[config.mk]
export PLATFORM = sky130hd
export DESIGN_NAME = lata_emul
export DESIGN_NICKNAME = d
export VERILOG_FILES = /design/src/design/lata_emul.v
export VERILOG_INCLUDE_DIRS = /design/src /design/src/shared
export SDC_FILE = /design/constraint.sdc
export NUM_CORES = 1
export LEC_CHECK = 0
export ABC_AREA = 1
export BUFFER_PORTS_ARGS = -buffer_cell sky130_fd_sc_hd__buf_2
export CAP_MARGIN = 5
export CORE_UTILIZATION = 54
export CTS_CLUSTER_SIZE = 14
export DETAILED_ROUTE_END_ITERATION = 10
export PLACE_DENSITY = 0.78
export SLEW_MARGIN = 10
export SYNTH_ARGS = -nofsm -noshare
export SYNTH_HDL_FRONTEND = slang
export SYNTH_SLANG_ARGS = --single-unit
[constraint.sdc]
create_clock -name I_CLK -period 3.4 [get_ports I_CLK]
set_input_delay 0.17 -clock I_CLK [delete_from_list [all_inputs] [get_ports I_CLK]]
set_output_delay 0.17 -clock I_CLK [all_outputs]
set_load 0.01 [all_outputs]
[src/shared/lata_defines.vh]
// Offsets, field positions, reset values and timing figures of the legacy taskfile emulation block.
`ifndef LATA_DEFINES_VH
`define LATA_DEFINES_VH
`define LATA_OFF_ERR 8'h04
`define LATA_OFF_SECCNT 8'h08
`define LATA_OFF_LBAL 8'h0c
`define LATA_OFF_LBAM 8'h10
`define LATA_OFF_LBAH 8'h14
`define LATA_OFF_DEVHEAD 8'h18
`define LATA_OFF_STATUS 8'h1c
`define LATA_OFF_CTRL 8'h20
`define LATA_OFF_CFG 8'h24
`define LATA_OFF_INFO 8'h28
`define LATA_RST_STATUS 8'h7f
`define LATA_RST_TF 8'hff
`define LATA_RST_DEVCTL 8'h00
`define LATA_DEVHEAD_DRV_SEL 4
`define LATA_DEVCTL_SOFT_RST 2
`define LATA_DEVCTL_INT_DIS 1
`define LATA_STATUS_BUSY 7
`define LATA_CFG_MS_EN 0
`define LATA_CFG_COMRESET 1
`define LATA_CMD_DIAG 8'h90
`define LATA_DIAG_PASS 8'h01
`define LATA_TMO_US 100000
`define LATA_CLK_MHZ 200
`define LATA_ST_IDLE 2'h0
`define LATA_ST_IRQ 2'h1
`define LATA_ST_DESEL 2'h2
`endif

[src/design/lata_emul.v]
// Legacy taskfile emulation with master/slave pairing and interrupt state machines.
// What this block does
// - Two shadow sets, chosen by drive select.
// - Command and control accesses go to selected set.
// - Missing second drive: act as lone first.
// - Soft reset set: update and frame all present.
// - Soft reset clear: frame all present drives.
// - After soft reset await replies, merge results.
// - Diagnostic command: update and frame all present.
// - After diagnostics await replies, merge results.
// - Serial-only superset features are not supported.
// - Pairing enabled only by software choice.
// - Keep an interrupt pending flag per drive.
// - Interrupt low when idle, high in irq.
// - Link reset request keeps idle state.
// - Control write, no interrupt condition: stay idle.
// - Control write with pending, enabled: raise interrupt.
// - Control write with soft reset: stay idle.
// - Command write keeps idle state.
// - Drive select write to other: deselected.
// - Other accesses leave idle state unchanged.
// - Update without enabled pending flag: stay idle.
// - Update setting flag, interrupts enabled: raise.
// - Clear flag on reset, control write, status read.
// - Command or soft reset change sets busy.
`timescale 1ns/1ps
`include "lata_defines.vh"

module lata_emul #(
    parameter TMO_CYCLES = `LATA_TMO_US * `LATA_CLK_MHZ
) (
    // Clock and reset.
    input wire I_CLK,
    input wire I_RESET_N,
    // Avalon-MM register slave.
    input wire [7:0] I_AVS_ADDRESS,
    input wire I_AVS_READ,
    input wire I_AVS_WRITE,
    input wire [3:0] I_AVS_BYTEENABLE,
    input wire [31:0] I_AVS_WRITEDATA,
    output wire [31:0] O_AVS_READDATA,
    output wire O_AVS_WAITREQUEST,
    // Drive presence and register updates from the transport layer.
    input wire [1:0] I_PHY_PRESENT,
    input wire [1:0] I_RX_VALID,
    input wire [1:0] I_RX_IRQ,
    input wire [15:0] I_RX_STATUS,
    input wire [15:0] I_RX_ERROR,
    // Register frame and link reset requests toward the transport layer.
    output wire [1:0] O_FIS_REQ,
    output wire O_FIS_IS_CMD,
    output wire [15:0] O_FIS_COMMAND,
    output wire [7:0] O_FIS_DEVCTL,
    output wire [7:0] O_FIS_DEVHEAD,
    output wire O_COMRESET_REQ,
    // Host interrupt.
    output wire O_INTRQ
);

    ////////////////////////////////////////////////////////////////////////////////////////////////
    // Helpers.

    function sel_fn;
        input integer p;
        input drv;
        input pair1;
        begin
            sel_fn = (p == 0) ? ~drv : (drv & pair1);
        end
    endfunction

    function [3:0] tf_idx;
        input port;
        input [7:0] addr;
        begin
            tf_idx = (port ? 4'h5 : 4'h0) + addr[5:2] - 4'h1;
        end
    endfunction

    ////////////////////////////////////////////////////////////////////////////////////////////////
    // State.

    reg ack_r;
    reg [31:0] rdata_r, rdata_nxt;
    reg [79:0] tf_r, tf_nxt;
    reg [15:0] stat_r, stat_nxt;
    reg [15:0] err_r, err_nxt;
    reg [15:0] cmd_r, cmd_nxt;
    reg [7:0] devhead_r, devhead_nxt;
    reg [7:0] devctl_r, devctl_nxt;
    reg [1:0] ipf_r, ipf_nxt;
    reg [3:0] st_r, st_nxt;
    reg ms_en_r, ms_en_nxt;
    reg [1:0] fis_req_r, fis_req_nxt;
    reg fis_cmd_r, fis_cmd_nxt;
    reg comreset_r, comreset_nxt;
    reg merge_r, merge_nxt;
    reg [1:0] resp_r, resp_nxt;
    reg [1:0] mask_r, mask_nxt;
    reg [31:0] tmo_r, tmo_nxt;

    wire acc = (I_AVS_READ | I_AVS_WRITE) & ack_r;
    wire acc_wr = I_AVS_WRITE & ack_r;
    wire acc_rd = I_AVS_READ & ack_r;
    wire be0 = I_AVS_BYTEENABLE[0];
    wire [7:0] wd = I_AVS_WRITEDATA[7:0];
    wire pair1 = ms_en_r & I_PHY_PRESENT[1];
    wire [1:0] pair_mask = {pair1, I_PHY_PRESENT[0]};
    wire drv = devhead_r[`LATA_DEVHEAD_DRV_SEL];
    wire tgt = drv & pair1;
    wire ghost = drv & ~pair1;
    wire is_tf = (I_AVS_ADDRESS >= `LATA_OFF_ERR) && (I_AVS_ADDRESS <= `LATA_OFF_LBAH);
    wire wr_devhead = acc_wr && be0 && (I_AVS_ADDRESS == `LATA_OFF_DEVHEAD);
    wire wr_cmd = acc_wr && be0 && (I_AVS_ADDRESS == `LATA_OFF_STATUS) && !ghost;
    wire wr_ctrl = acc_wr && be0 && (I_AVS_ADDRESS == `LATA_OFF_CTRL);
    wire rd_stat = acc_rd && (I_AVS_ADDRESS == `LATA_OFF_STATUS);
    wire wr_cfg = acc_wr && be0 && (I_AVS_ADDRESS == `LATA_OFF_CFG);
    wire comreset = wr_cfg && wd[`LATA_CFG_COMRESET];
    wire soft_new = wd[`LATA_DEVCTL_SOFT_RST];
    wire soft_chg = soft_new ^ devctl_r[`LATA_DEVCTL_SOFT_RST];
    wire int_dis = devctl_r[`LATA_DEVCTL_INT_DIS];
    wire [1:0] resp_all = resp_r | ~mask_r;
    wire merge_done = (resp_all == 2'h3) || (tmo_r >= TMO_CYCLES - 1);
    wire d1_fail = mask_r[1] & resp_r[1] & (err_r[15:8] != `LATA_DIAG_PASS);
    wire [7:0] d0_err = resp_r[0] ? err_r[7:0] : 8'h00;

    ////////////////////////////////////////////////////////////////////////////////////////////////
    // Avalon answer: one wait state, read data from a flop.

    assign O_AVS_WAITREQUEST = (I_AVS_READ | I_AVS_WRITE) & ~ack_r;
    assign O_AVS_READDATA = rdata_r;

    always @*
    begin
        rdata_nxt = 32'h00000000;
        if (is_tf)
        begin
            if (ghost)
                rdata_nxt = 32'h00000000;
            else if (I_AVS_ADDRESS == `LATA_OFF_ERR)
                rdata_nxt[7:0] = err_r[tgt*8 +: 8];
            else
                rdata_nxt[7:0] = tf_r[tf_idx(tgt, I_AVS_ADDRESS)*8 +: 8];
        end
        else if (I_AVS_ADDRESS == `LATA_OFF_DEVHEAD)
            rdata_nxt[7:0] = devhead_r;
        else if ((I_AVS_ADDRESS == `LATA_OFF_STATUS) || (I_AVS_ADDRESS == `LATA_OFF_CTRL))
        begin
            if (!ghost)
            begin
                rdata_nxt[7:0] = stat_r[tgt*8 +: 8];
                if (merge_r)
                    rdata_nxt[`LATA_STATUS_BUSY] = 1'b1;
            end
        end
        else if (I_AVS_ADDRESS == `LATA_OFF_CFG)
            rdata_nxt[`LATA_CFG_MS_EN] = ms_en_r;
        else if (I_AVS_ADDRESS == `LATA_OFF_INFO)
            rdata_nxt[12:0] = {merge_r, st_r, ipf_r, pair_mask, I_PHY_PRESENT, resp_r};
    end

    ////////////////////////////////////////////////////////////////////////////////////////////////
    // Shadow registers, frame requests, merge and interrupt state.

    integer p;

    always @*
    begin
        tf_nxt = tf_r;
        stat_nxt = stat_r;
        err_nxt = err_r;
        cmd_nxt = cmd_r;
        devhead_nxt = devhead_r;
        devctl_nxt = devctl_r;
        ipf_nxt = ipf_r;
        st_nxt = st_r;
        ms_en_nxt = ms_en_r;
        fis_req_nxt = 2'h0;
        fis_cmd_nxt = fis_cmd_r;
        comreset_nxt = comreset;
        merge_nxt = merge_r;
        resp_nxt = resp_r;
        mask_nxt = mask_r;
        tmo_nxt = tmo_r;

        // Drive register updates.
        for (p = 0; p < 2; p = p + 1)
        begin
            if (I_RX_VALID[p])
            begin
                stat_nxt[p*8 +: 8] = I_RX_STATUS[p*8 +: 8];
                err_nxt[p*8 +: 8] = I_RX_ERROR[p*8 +: 8];
                if (merge_r)
                    resp_nxt[p] = 1'b1;
            end
        end

        // Merge of the pair's diagnostic results.
        if (merge_r)
        begin
            tmo_nxt = tmo_r + 32'h00000001;
            if (merge_done)
            begin
                merge_nxt = 1'b0;
                err_nxt[7:0] = {d1_fail, d0_err[6:0]};
            end
        end

        // Host writes.
        if (acc_wr && be0)
        begin
            if (is_tf && !ghost)
                tf_nxt[tf_idx(tgt, I_AVS_ADDRESS)*8 +: 8] = wd;
            else if (is_tf)
                tf_nxt[tf_idx(1'b0, I_AVS_ADDRESS)*8 +: 8] = wd;
            else if (I_AVS_ADDRESS == `LATA_OFF_DEVHEAD)
                devhead_nxt = wd;
            else if (wr_cmd)
            begin
                fis_cmd_nxt = 1'b1;
                if (ms_en_r && (wd == `LATA_CMD_DIAG))
                begin
                    for (p = 0; p < 2; p = p + 1)
                    begin
                        if (pair_mask[p])
                        begin
                            cmd_nxt[p*8 +: 8] = wd;
                            stat_nxt[p*8 + `LATA_STATUS_BUSY] = 1'b1;
                            fis_req_nxt[p] = 1'b1;
                        end
                    end
                    merge_nxt = 1'b1;
                    resp_nxt = 2'h0;
                    mask_nxt = pair_mask;
                    tmo_nxt = 32'h00000000;
                end
                else
                begin
                    cmd_nxt[tgt*8 +: 8] = wd;
                    stat_nxt[tgt*8 + `LATA_STATUS_BUSY] = 1'b1;
                    fis_req_nxt[tgt] = 1'b1;
                end
            end
            else if (wr_ctrl)
            begin
                devctl_nxt = wd;
                fis_cmd_nxt = 1'b0;
                if (soft_chg || soft_new)
                begin
                    for (p = 0; p < 2; p = p + 1)
                    begin
                        if (pair_mask[p])
                        begin
                            fis_req_nxt[p] = 1'b1;
                            if (soft_chg)
                                stat_nxt[p*8 + `LATA_STATUS_BUSY] = 1'b1;
                        end
                    end
                    if (ms_en_r && soft_chg && !soft_new)
                    begin
                        merge_nxt = 1'b1;
                        resp_nxt = 2'h0;
                        mask_nxt = pair_mask;
                        tmo_nxt = 32'h00000000;
                    end
                end
                else if (!ghost)
                    fis_req_nxt[tgt] = 1'b1;
            end
            else if (wr_cfg)
                ms_en_nxt = wd[`LATA_CFG_MS_EN];
        end
        if (comreset)
            stat_nxt = {stat_r[15] | pair_mask[1], stat_r[14:8], stat_r[7] | pair_mask[0], stat_r[6:0]};

        // Interrupt pending flags and per-drive interrupt state.
        for (p = 0; p < 2; p = p + 1)
        begin
            if (comreset || ((wr_ctrl || rd_stat) && sel_fn(p, drv, pair1)))
                ipf_nxt[p] = 1'b0;
            if (I_RX_VALID[p] && I_RX_IRQ[p])
                ipf_nxt[p] = 1'b1;
            case (st_r[p*2 +: 2])
                `LATA_ST_IDLE:
                begin
                    if (wr_devhead && !sel_fn(p, wd[`LATA_DEVHEAD_DRV_SEL], pair1))
                        st_nxt[p*2 +: 2] = `LATA_ST_DESEL;
                    else if (wr_ctrl && !soft_new && !wd[`LATA_DEVCTL_INT_DIS] && ipf_r[p])
                        st_nxt[p*2 +: 2] = `LATA_ST_IRQ;
                    else if (I_RX_VALID[p] && I_RX_IRQ[p] && !int_dis && !comreset && !wr_ctrl)
                        st_nxt[p*2 +: 2] = `LATA_ST_IRQ;
                    else
                        st_nxt[p*2 +: 2] = `LATA_ST_IDLE;
                end
                `LATA_ST_IRQ:
                begin
                    if (wr_devhead && !sel_fn(p, wd[`LATA_DEVHEAD_DRV_SEL], pair1))
                        st_nxt[p*2 +: 2] = `LATA_ST_DESEL;
                    else if (comreset || wr_ctrl || wr_cmd || rd_stat)
                        st_nxt[p*2 +: 2] = `LATA_ST_IDLE;
                    else
                        st_nxt[p*2 +: 2] = `LATA_ST_IRQ;
                end
                `LATA_ST_DESEL:
                begin
                    if (wr_devhead && sel_fn(p, wd[`LATA_DEVHEAD_DRV_SEL], pair1))
                        st_nxt[p*2 +: 2] = (ipf_nxt[p] && !int_dis) ? `LATA_ST_IRQ : `LATA_ST_IDLE;
                    else
                        st_nxt[p*2 +: 2] = `LATA_ST_DESEL;
                end
                default:
                    st_nxt[p*2 +: 2] = `LATA_ST_IDLE;
            endcase
        end
    end

    ////////////////////////////////////////////////////////////////////////////////////////////////
    // Flops.

    always @(posedge I_CLK or negedge I_RESET_N)
    begin
        if (!I_RESET_N)
        begin
            ack_r <= 1'b0;
            rdata_r <= 32'h00000000;
            tf_r <= {10{`LATA_RST_TF}};
            stat_r <= {2{`LATA_RST_STATUS}};
            err_r <= {2{`LATA_RST_TF}};
            cmd_r <= {2{`LATA_RST_TF}};
            devhead_r <= `LATA_RST_TF;
            devctl_r <= `LATA_RST_DEVCTL;
            ipf_r <= 2'h0;
            st_r <= {`LATA_ST_DESEL, `LATA_ST_IDLE};
            ms_en_r <= 1'b0;
            fis_req_r <= 2'h0;
            fis_cmd_r <= 1'b0;
            comreset_r <= 1'b0;
            merge_r <= 1'b0;
            resp_r <= 2'h0;
            mask_r <= 2'h0;
            tmo_r <= 32'h00000000;
        end
        else
        begin
            ack_r <= (I_AVS_READ | I_AVS_WRITE) & ~ack_r & ~acc;
            if (I_AVS_READ && !ack_r)
                rdata_r <= rdata_nxt;
            tf_r <= tf_nxt;
            stat_r <= stat_nxt;
            err_r <= err_nxt;
            cmd_r <= cmd_nxt;
            devhead_r <= devhead_nxt;
            devctl_r <= devctl_nxt;
            ipf_r <= ipf_nxt;
            st_r <= st_nxt;
            ms_en_r <= ms_en_nxt;
            fis_req_r <= fis_req_nxt;
            fis_cmd_r <= fis_cmd_nxt;
            comreset_r <= comreset_nxt;
            merge_r <= merge_nxt;
            resp_r <= resp_nxt;
            mask_r <= mask_nxt;
            tmo_r <= tmo_nxt;
        end
    end

    ////////////////////////////////////////////////////////////////////////////////////////////////
    // Outputs.

    assign O_FIS_REQ = fis_req_r;
    assign O_FIS_IS_CMD = fis_cmd_r;
    assign O_FIS_COMMAND = cmd_r;
    assign O_FIS_DEVCTL = devctl_r;
    assign O_FIS_DEVHEAD = devhead_r;
    assign O_COMRESET_REQ = comreset_r;
    assign O_INTRQ = (st_r[1:0] == `LATA_ST_IRQ) || (st_r[3:2] == `LATA_ST_IRQ);

endmodule // lata_emul

==> metrics.yaml, run 1 <==
synthesis:
  synthFlopType: "dfstp_2"
  async_flop_share: 1.00
  syn_avg_cell_area_um2: 7.17
  synth_edf_count: 0
  ys_seq_area_frac: 0.415
  synth.distinct_cells: 52
  syn_inst: 1790
  yosys.area.top_type: "dfstp_2"
  synthesis.area_um2: 12800
  ys.warnings.count: 0
  ys_ff_latch: 206
  synth_commonest_cells: "588 x nand2_1, 160 x nor2_1, 158 x inv_1"
  synth.most_common_cell: "nand2_1"
  synth_top_area_frac: 0.276
  netlist_top_cells_area: "dfstp_2 28%, nand2_1 17%, dfrtp_1 14%"
placed_design:
  placed_cell_area_um2: 13800
  placed_cells: 2198
  io_buffers: 109
  dp_slack_ns: 0.0591
  gp_congestion: 1.09
  hpwl_um: 30000
routing:
  drtPass1Iterations: 8
  drc_errors: 0
  vias_per_cell: 5.74
  final_antenna_net_count: 0
  num_vias: 13100
  first_iter_violations: 1517
  wl_per_cell_um: 18.3
  finalWirelength_um: 41700
timing:
  period_needed_ns: 3.25
  slew_viol_final: 0
  hold_violations: 0
  setup_ws_ns: 0.146
  maxSlewHeadroom: 0.484
  period_share: 0.957
  worstMarginPinSlew_ns: 0.771
  setup_viol: 0
  fin_setup_tns_ns: 0
  skew_ns: 0.0115
  rsz0062_at_grt: "yes"
  fmax_mhz: 307
critical_path:
  worstSetupStartpointType: "flop"
  critPathKind: "flop to flop"
  end_kind: "flop"
  r2r_setup_slack_ns: 0.15
  r2r_start: "ms_en_r"
  reg2regPathDepth: 18
  crit_fanout: 13
  crit_start: "ms_en_r"
  critPathRequiredTime_ns: 3.86
  arrival_ns: 3.71
global_routing:
  grt_pass1_vias: 12000
  grt_max_degree: 81
  grt_pass1_wl_um: 65700
  grt-ovfl-total: 0
  antenna_found_initial: 3
  grt_usage: 0.348
floorplan:
  rows: 56
  start_util: 0.548
  die_h_um: 156
  fp.coreArea_um2: 23400
  die_x_um: 156
  io-pin-count: 156
  die-area_um2: 24400
flow_run:
  cap_violations: 0
pwr:
  p_per_area_nw_per_um2: 401
  p_leak_nw: 7.37
  vdd_drop_max_mv: 0.354
finish:
  area_growth_pct: 16.6
  fin_util: 0.639
  final_cells: 2276
  drive_above_1_share: 0.217
  fin_area_um2: 15000
  final_nets: 2039
hold_path:
  hold_path_class: "primary input to flop"
  hold_start: "I_RX_IRQ[0]"
  hold-path-cell-count: 3
clock_network:
  numCtsBuffers: 23
  root_buffer: "clkbuf_16"
  clk_latency_ns: 0.52
  cts_tree: "done"
  numClockSinks: 206
  path_clk_slew_ns: 0.07
  htree_levels: 1
  clock_path_buffers: 3
outcome:
  outcome: "complete, no violations"
-- registers in the layout, summed over array words and instances, names as in the netlist, 2 cells and up --
signal / count
tf_r: 80
tmo_r: 32
O_FIS_COMMAND: 16
err_r: 16
stat_r: 16
O_AVS_READDATA: 13
O_FIS_DEVCTL: 8
O_FIS_DEVHEAD: 8
st_r: 4
O_FIS_REQ: 2
ipf_r: 2
mask_r: 2
resp_r: 2
-- per-layer routing --
metal  up-vias  global-route usage  share of wire
met5         -                   0              0
met4         0               0.163          0.049
met3       144              0.0497          0.095
met2       702               0.526           0.44
met1      6141               0.491           0.42
li1       6067                   -              -
-- per-stage QoR --
| step | hold WS, ns | power, mW |
|---|---|---|
| after floorplan | -0.126 | 3.07 |
| after global placement | 0.363 | 3.36 |
| after detailed placement | 0.377 | 3.38 |
| after CTS | 0.00128 | 5.96 |
| after global routing | 0.00806 | 6.19 |
| final | 0.00623 | 5.99 |
-- cell families (layout without fill, tap and decap cells) --
| family | after synthesis | in the layout | share of synthesized area |
|---|---|---|---|
| adders and majority gates | 15 | 15 | 0.0152 |
| xor gates and xnor gates | 28 | 28 | 0.0191 |
| muxes | 14 | 14 | 0.0123 |
| AOI/OAI and AO/OA | 244 | 244 | 0.108 |
| and+or+nand+nor | 1018 | 1018 | 0.344 |
| other | 1 | 22 | 0.000292 |
| DFF | 206 | 206 | 0.415 |
| buffers and inverters | 264 | 410 | 0.0868 |
-- cells in the final DEF, fill, tap and decap left out, types with 14 or more instances in the layout --
cell type and instances:
nand2_1 585, inv_1 158, nor2_1 154, o21ai_0 137
dfstp_2 135, nand3_1 122, buf_2 109, dfrtp_1 71
nor3_1 42, buf_4 40, nand4_1 38, dlygate4sd3_1 29
xor2_1 27, o21ai_1 27, clkbuf_16 23, a21oi_1 22
nand2_2 19, o211ai_1 19, conb_1 19, inv_2 17
mux2_2 14
-- report_power, final --
part | internal (mW) | leakage (nW) | switching, mW
clock network | 1.53 | 0.381 | 1.04
logic | 0.265 | 4.68 | 0.572
registers | 2.54 | 2.31 | 0.0444
total | 4.34 | 7.37 | 1.65
-- critical path, stage by stage (launching register included) --
cell	delay, ns
dfrtp_1	0.39
nand2_1	0.08
inv_1	0.06
nand2_2	0.11
ha_1	0.15
inv_1	0.04
ha_1	0.19
fa_1	0.55
buf_4	0.22
nor2_1	0.11
nand2_2	0.13
nand4_1	0.18
nor2_2	0.19
buf_6	0.16
buf_12	0.11
nand3_1	0.06
o21ai_0	0.22
nand2_1	0.13
nand2_1	0.10
-- timing repair --
action                                  4_1_cts  5_1_grt
hold buffers                                 29        0
gates resized for setup                       0       18
buffers inserted                              0        4
endpoints found under the setup margin        0       80
endpoints found under the hold margin        69        0
-- layout make-up --
class / count / area, um^2
fillers: 2107 / 8440
multi-input cells: 1338 / 6520
flip-flops and latches: 206 / 5320
repair buffers: 184 / 1240
inverters: 185 / 707
clock buffers: 31 / 636
well taps: 319 / 399
clock inverters: 10 / 125
diodes: 3 / 7.51
-- final timing paths --
check	to
worst max-delay path	tf_r[44]
worst min-delay path	ipf_r[0]
worst max register to register	tf_r[44]
worst min register to register	tf_r[10]
max in group asynchronous	ack_r
min in group asynchronous	tf_r[53]
No activity file was read; power rests on OpenSTA's default activity.
==> run 2: changes to the inputs <==
--- a/config.mk
+++ b/config.mk
@@ -12,7 +12,7 @@
 export CORE_UTILIZATION = 54
 export CTS_CLUSTER_SIZE = 14
 export DETAILED_ROUTE_END_ITERATION = 10
-export PLACE_DENSITY = 0.78
+export PLACE_DENSITY = 0.86
 export SLEW_MARGIN = 10
 export SYNTH_ARGS = -nofsm -noshare
 export SYNTH_HDL_FRONTEND = slang
==> metrics.yaml, run 2 (synthesis results as in run 1) <==
critical_path:
  critPathRequiredTime_ns: 3.87
  arrival_ns: 3.71
  end_kind: "flop"
  crit_fanout: 13
  critPathKind: "flop to flop"
  worstSetupStartpointType: "flop"
timing:
  fmax_mhz: 309
  slew_viol_final: 0
  worstMarginPinSlew_ns: 1.02
  skew_ns: 0.0141
  period_needed_ns: 3.24
  hold_violations: 0
  setup_ws_ns: 0.161
  period_share: 0.953
  setup_viol: 0
  rsz0062_at_grt: "yes"
  maxSlewHeadroom: 0.321
floorplan:
  rows: 56
  start_util: 0.548
  die-area_um2: 24400
  die_h_um: 156
  io-pin-count: 156
  fp.coreArea_um2: 23400
  die_x_um: 156
clock_network:
  path_clk_slew_ns: 0.06
  root_buffer: "clkbuf_16"
  numCtsBuffers: 23
  clk_latency_ns: 0.54
  cts_tree: "done"
  htree_levels: 1
  clock_path_buffers: 3
  numClockSinks: 206
global_routing:
  grt_pass1_vias: 12200
  grt_usage: 0.346
  antenna_found_initial: 1
  grt_pass1_wl_um: 65200
  grt_max_degree: 115
  grt-ovfl-total: 0
routing:
  top_layer_used: "met4"
  met2_length_um: 18600
  finalWirelength_um: 42000
  num_vias: 13100
  vias_per_cell: 5.74
  wl_met1_um: 16900
  drc_errors: 0
  final_antenna_net_count: 0
  dr_wl_met3_um: 4400
  first_iter_violations: 1508
  wl_per_cell_um: 18.5
  drtPass1Iterations: 9
pwr:
  vdd_drop_max_mv: 0.379
  p_total_mw: 6.25
  p_per_area_nw_per_um2: 414
  p_leak_nw: 7.45
finish:
  reg_top3: "tf_r (80), tmo_r (32)"
  drive_above_1_share: 0.218
  largest_register_ffs: 80
  area_growth_pct: 17.6
  fillers: 2029
  final_nets: 2040
  final_cell_mix: "583 x nand2_1, 158 x inv_1, 153 x nor2_1"
  final_common_cell: "nand2_1"
  final_cells: 2276
  max_flop_register: "tf_r"
  fin_area_um2: 15100
placed_design:
  dp_slack_ns: 0.104
  io_buffers: 109
  hpwl_um: 29600
  placed_cell_area_um2: 13800
  gp_congestion: 1.04
  placed_cells: 2196
hold_path:
  hold_path_class: "primary input to flop"
outcome:
  outcome: "complete, no violations"
flow_run:
  cap_violations: 0
==> run 2: cell count changes in the layout (fill, tap and decap cells not counted), moves of 3 or more <==
cell           delta
nor2_4            +4
clkinv_2          -4
nor2_2            -3
nand2_4           +4
dlygate4sd3_1     +3
==> run 2: power breakdown <==
group          total, mW  internal (mW)  switching (mW)
sequential          2.59           2.54          0.0476
clock               2.81           1.72            1.08
combinational      0.847          0.267           0.580
total               6.25           4.53            1.71
==> run 2: worst paths after layout <==
check | startpoint | endpoint | slack (ns) | cells past startpoint
setup / recovery | ms_en_r | tf_r[21] | 0.16 | 19
hold / removal | I_RX_ERROR[0] | err_r[0] | 0.02 | 5
setup reg to reg | ms_en_r | tf_r[21] | 0.16 | 19
hold reg to reg | tf_r[65] | tf_r[65] | 0.47 | 2
max in group asynchronous | I_RESET_N | tf_r[66] | 2.14 | 3
min in group asynchronous | I_RESET_N | O_FIS_DEVCTL[2] | 0.37 | 2
==> run 2: final cells by class <==
type	instances	area (um^2)	area share
Antenna cell	1	2.50	0.000166
Clock buffer	32	649	0.0430
Clock inverter	10	193	0.0128
Inverter	185	716	0.0474
Multi-Input combinational cell	1338	6570	0.435
Sequential cell	206	5320	0.353
Tap cell	319	399	0.0265
Timing Repair Buffer	185	1230	0.0818
==> run 2: routing by layer <==
metal  GRT usage  vias up
li1            -     6049
met1       0.471     6088
met2       0.526      770
met3      0.0683      159
met4       0.169        0
met5           0        -
==> run 2: what timing repair did <==
action                                  CTS  global route
buffers inserted                          0             5
endpoints found under the hold margin    80             0
endpoints found under the setup margin    0            80
hold buffers                             32             0
resized for setup                         0            31
==> run 2: worst max-delay path, stage by stage, from the launching register on <==
cell	delay, ns
dfrtp_1	0.39
nand2_1	0.08
inv_1	0.06
nand2_2	0.10
ha_1	0.15
inv_1	0.04
ha_1	0.20
fa_1	0.55
buf_4	0.23
nor2_2	0.10
nand2_2	0.14
nand4_1	0.25
nor2_4	0.21
buf_4	0.15
nand2_4	0.07
nand2_2	0.09
nand2_4	0.09
clkinv_2	0.12
nand2_1	0.07
nand2_1	0.06
==> run 2: per-stage QoR <==
| step | hold WS [ns] | setup TNS [ns] | utilization |
|---|---|---|---|
| finish | 0.0193 | 0 | 0.645 |
| global route | 0.0497 | -0.0201 | 0.645 |
| CTS | 0.0133 | 0 | 0.637 |
| detailed placement | 0.398 | 0 | 0.588 |
| global placement | 0.381 | 0 | 0.588 |
| floorplan | -0.126 | 0 | - |
==> run 3: changes to the inputs <==
--- a/config.mk
+++ b/config.mk
@@ -9,10 +9,10 @@
 export ABC_AREA = 1
 export BUFFER_PORTS_ARGS = -buffer_cell sky130_fd_sc_hd__buf_2
 export CAP_MARGIN = 5
-export CORE_UTILIZATION = 54
+export CORE_UTILIZATION = 51
 export CTS_CLUSTER_SIZE = 14
 export DETAILED_ROUTE_END_ITERATION = 10
-export PLACE_DENSITY = 0.86
+export PLACE_DENSITY = 0.74
 export SLEW_MARGIN = 10
 export SYNTH_ARGS = -nofsm -noshare
 export SYNTH_HDL_FRONTEND = slang
==> metrics.yaml, run 3 (synthesis results as in run 1) <==
critical_path:
  critPathKind: "flop to flop"
  arrival_ns: 3.74
  critPathRequiredTime_ns: 3.90
  crit_slowest_cell: "dfrtp_1"
  max_stage_delay_ns: 0.41
  end_kind: "flop"
  worstSetupStartpointType: "flop"
  crit_fanout: 9
  crit_path_cell_trace: "nand2_2, inv_1, nand2_4, ha_1, inv_1, ha_1, fa_2, inv_1, nand2_1, nand3_1, nand2_2, buf_4, nand2_1, nand4_1, nor2_4, buf_4, nand2_4, nand2_2, nand2_4, clkinv_2, nand2_1, nand2_1"
  crit_top_cell: "nand2_1"
finish:
  final_common_cell: "nand2_1"
  largest_register_ffs: 80
  final_nets: 2045
  drive_above_1_share: 0.221
  area_growth_pct: 17.6
  final_cell_mix: "584 x nand2_1, 158 x inv_1, 152 x nor2_1"
  fillers: 2188
  final_cells: 2288
  reg_top3: "tf_r (80), tmo_r (32)"
  max_flop_register: "tf_r"
timing:
  worstMarginPinSlew_ns: 0.928
  whs_ns: 0.0102
  period_share: 0.953
  setup_viol: 0
  slew_viol_final: 0
  period_needed_ns: 3.24
  hold_violations: 0
  maxSlewHeadroom: 0.379
  fin_setup_tns_ns: 0
  skew_ns: 0.0331
  fmax_mhz: 308
routing:
  drc_errors: 0
  vias_per_cell: 5.63
  drtPass1Iterations: 6
  final_antenna_net_count: 0
  first_iter_violations: 1366
  wl_per_cell_um: 18.4
  finalWirelength_um: 42200
  num_vias: 12900
floorplan:
  die_x_um: 161
  rows: 57
  die_h_um: 161
  die-area_um2: 25800
  io-pin-count: 156
  start_util: 0.524
  fp.coreArea_um2: 24500
pwr:
  p_per_area_nw_per_um2: 406
  p_leak_nw: 7.43
  p_total_mw: 6.12
  vdd_drop_max_mv: 0.394
placed_design:
  hpwl_um: 30400
  io_buffers: 109
  placed_cells: 2199
  gp_congestion: 0.986
flow_run:
  cap_violations: 0
clock_network:
  numCtsBuffers: 24
  htree_levels: 1
  numClockSinks: 206
  root_buffer: "clkbuf_16"
  clock_path_buffers: 3
  clk_latency_ns: 0.55
  cts_tree: "done"
  path_clk_slew_ns: 0.07
global_routing:
  grt_pass1_wl_um: 65700
  grt_usage: 0.325
  grt-ovfl-total: 0
  grt_max_degree: 107
  grt_pass1_vias: 12000
  antenna_found_initial: 2
hold_path:
  hold_path_class: "primary input to flop"
outcome:
  outcome: "complete, no violations"
-- run 3: changes by cell type in the layout (fill, tap and decap cells not counted), sizes merged --
cell         change
dlygate4sd3      +2
bufinv           -3
clkinv           +5
inv              -1
diode            +1
buf              +2
clkbuf           +1
-- run 3: through the flow --
step	cell area (um^2)	util	setup WS, ns
floorplan	12900	-	0.0107
global placement	13700	0.562	0.0851
detailed placement	13700	0.562	-0.0164
CTS	14900	0.611	0.0207
global route	15100	0.617	-0.0171
finish	15100	0.617	0.158
-- run 3: final timing paths --
path                                    startpoint           endpoint  slack, ns  cells past startpoint
worst min register to register            tf_r[19]           tf_r[19]       0.47                      2
max in group asynchronous                I_RESET_N           tf_r[54]       2.14                      3
min in group asynchronous                I_RESET_N  O_AVS_READDATA[0]       0.34                      2
worst min-delay path            I_AVS_WRITEDATA[0]           tf_r[64]       0.01                      5
worst max-delay path                       ms_en_r           tf_r[20]       0.16                     22
worst max register to register             ms_en_r           tf_r[20]       0.16                     22
-- run 3: critical path: cells and delay by family, from the launching register on --
family,cells,cell delay (ns)
buf+inv,6,0.63
fa+ha+maj,3,0.73
flops,1,0.41
simple gates,13,1.41
-- run 3: area by class of cell --
class	count	area [um^2]	share of cell area
sequential	206	5320	0.353
multi-input combinational	1338	6550	0.434
clock buffer	33	704	0.0467
clock inverter	11	135	0.00895
inverter	185	712	0.0472
tap	324	405	0.0269
antenna	2	5.00	0.000332
timing repair buffer	189	1260	0.0833
-- run 3: report_power, final --
group          total [mW]  internal (mW)  switching [mW]
registers            2.59           2.54          0.0434
logic               0.838          0.266           0.573
clock network        2.70           1.61            1.09
-- run 3: per-layer routing --
metal	global-route usage	vias up	wire length [um]
li1	-	6071	-
met3	0.0442	116	3710
met2	0.512	673	19100
met4	0.134	0	1770
met5	0	-	0
met1	0.451	6022	17700
-- run 3: repair_timing --
| action | in CTS | in global routing |
|---|---|---|
| hold buffers | 34 | 0 |
| resized for setup | 1 | 27 |
| endpoints found under the hold margin | 62 | 0 |
| setup endpoints to repair | 49 | 80 |
| cloned | 0 | 1 |
| pin swaps | 1 | 9 |
| buffers inserted | 1 | 7 |
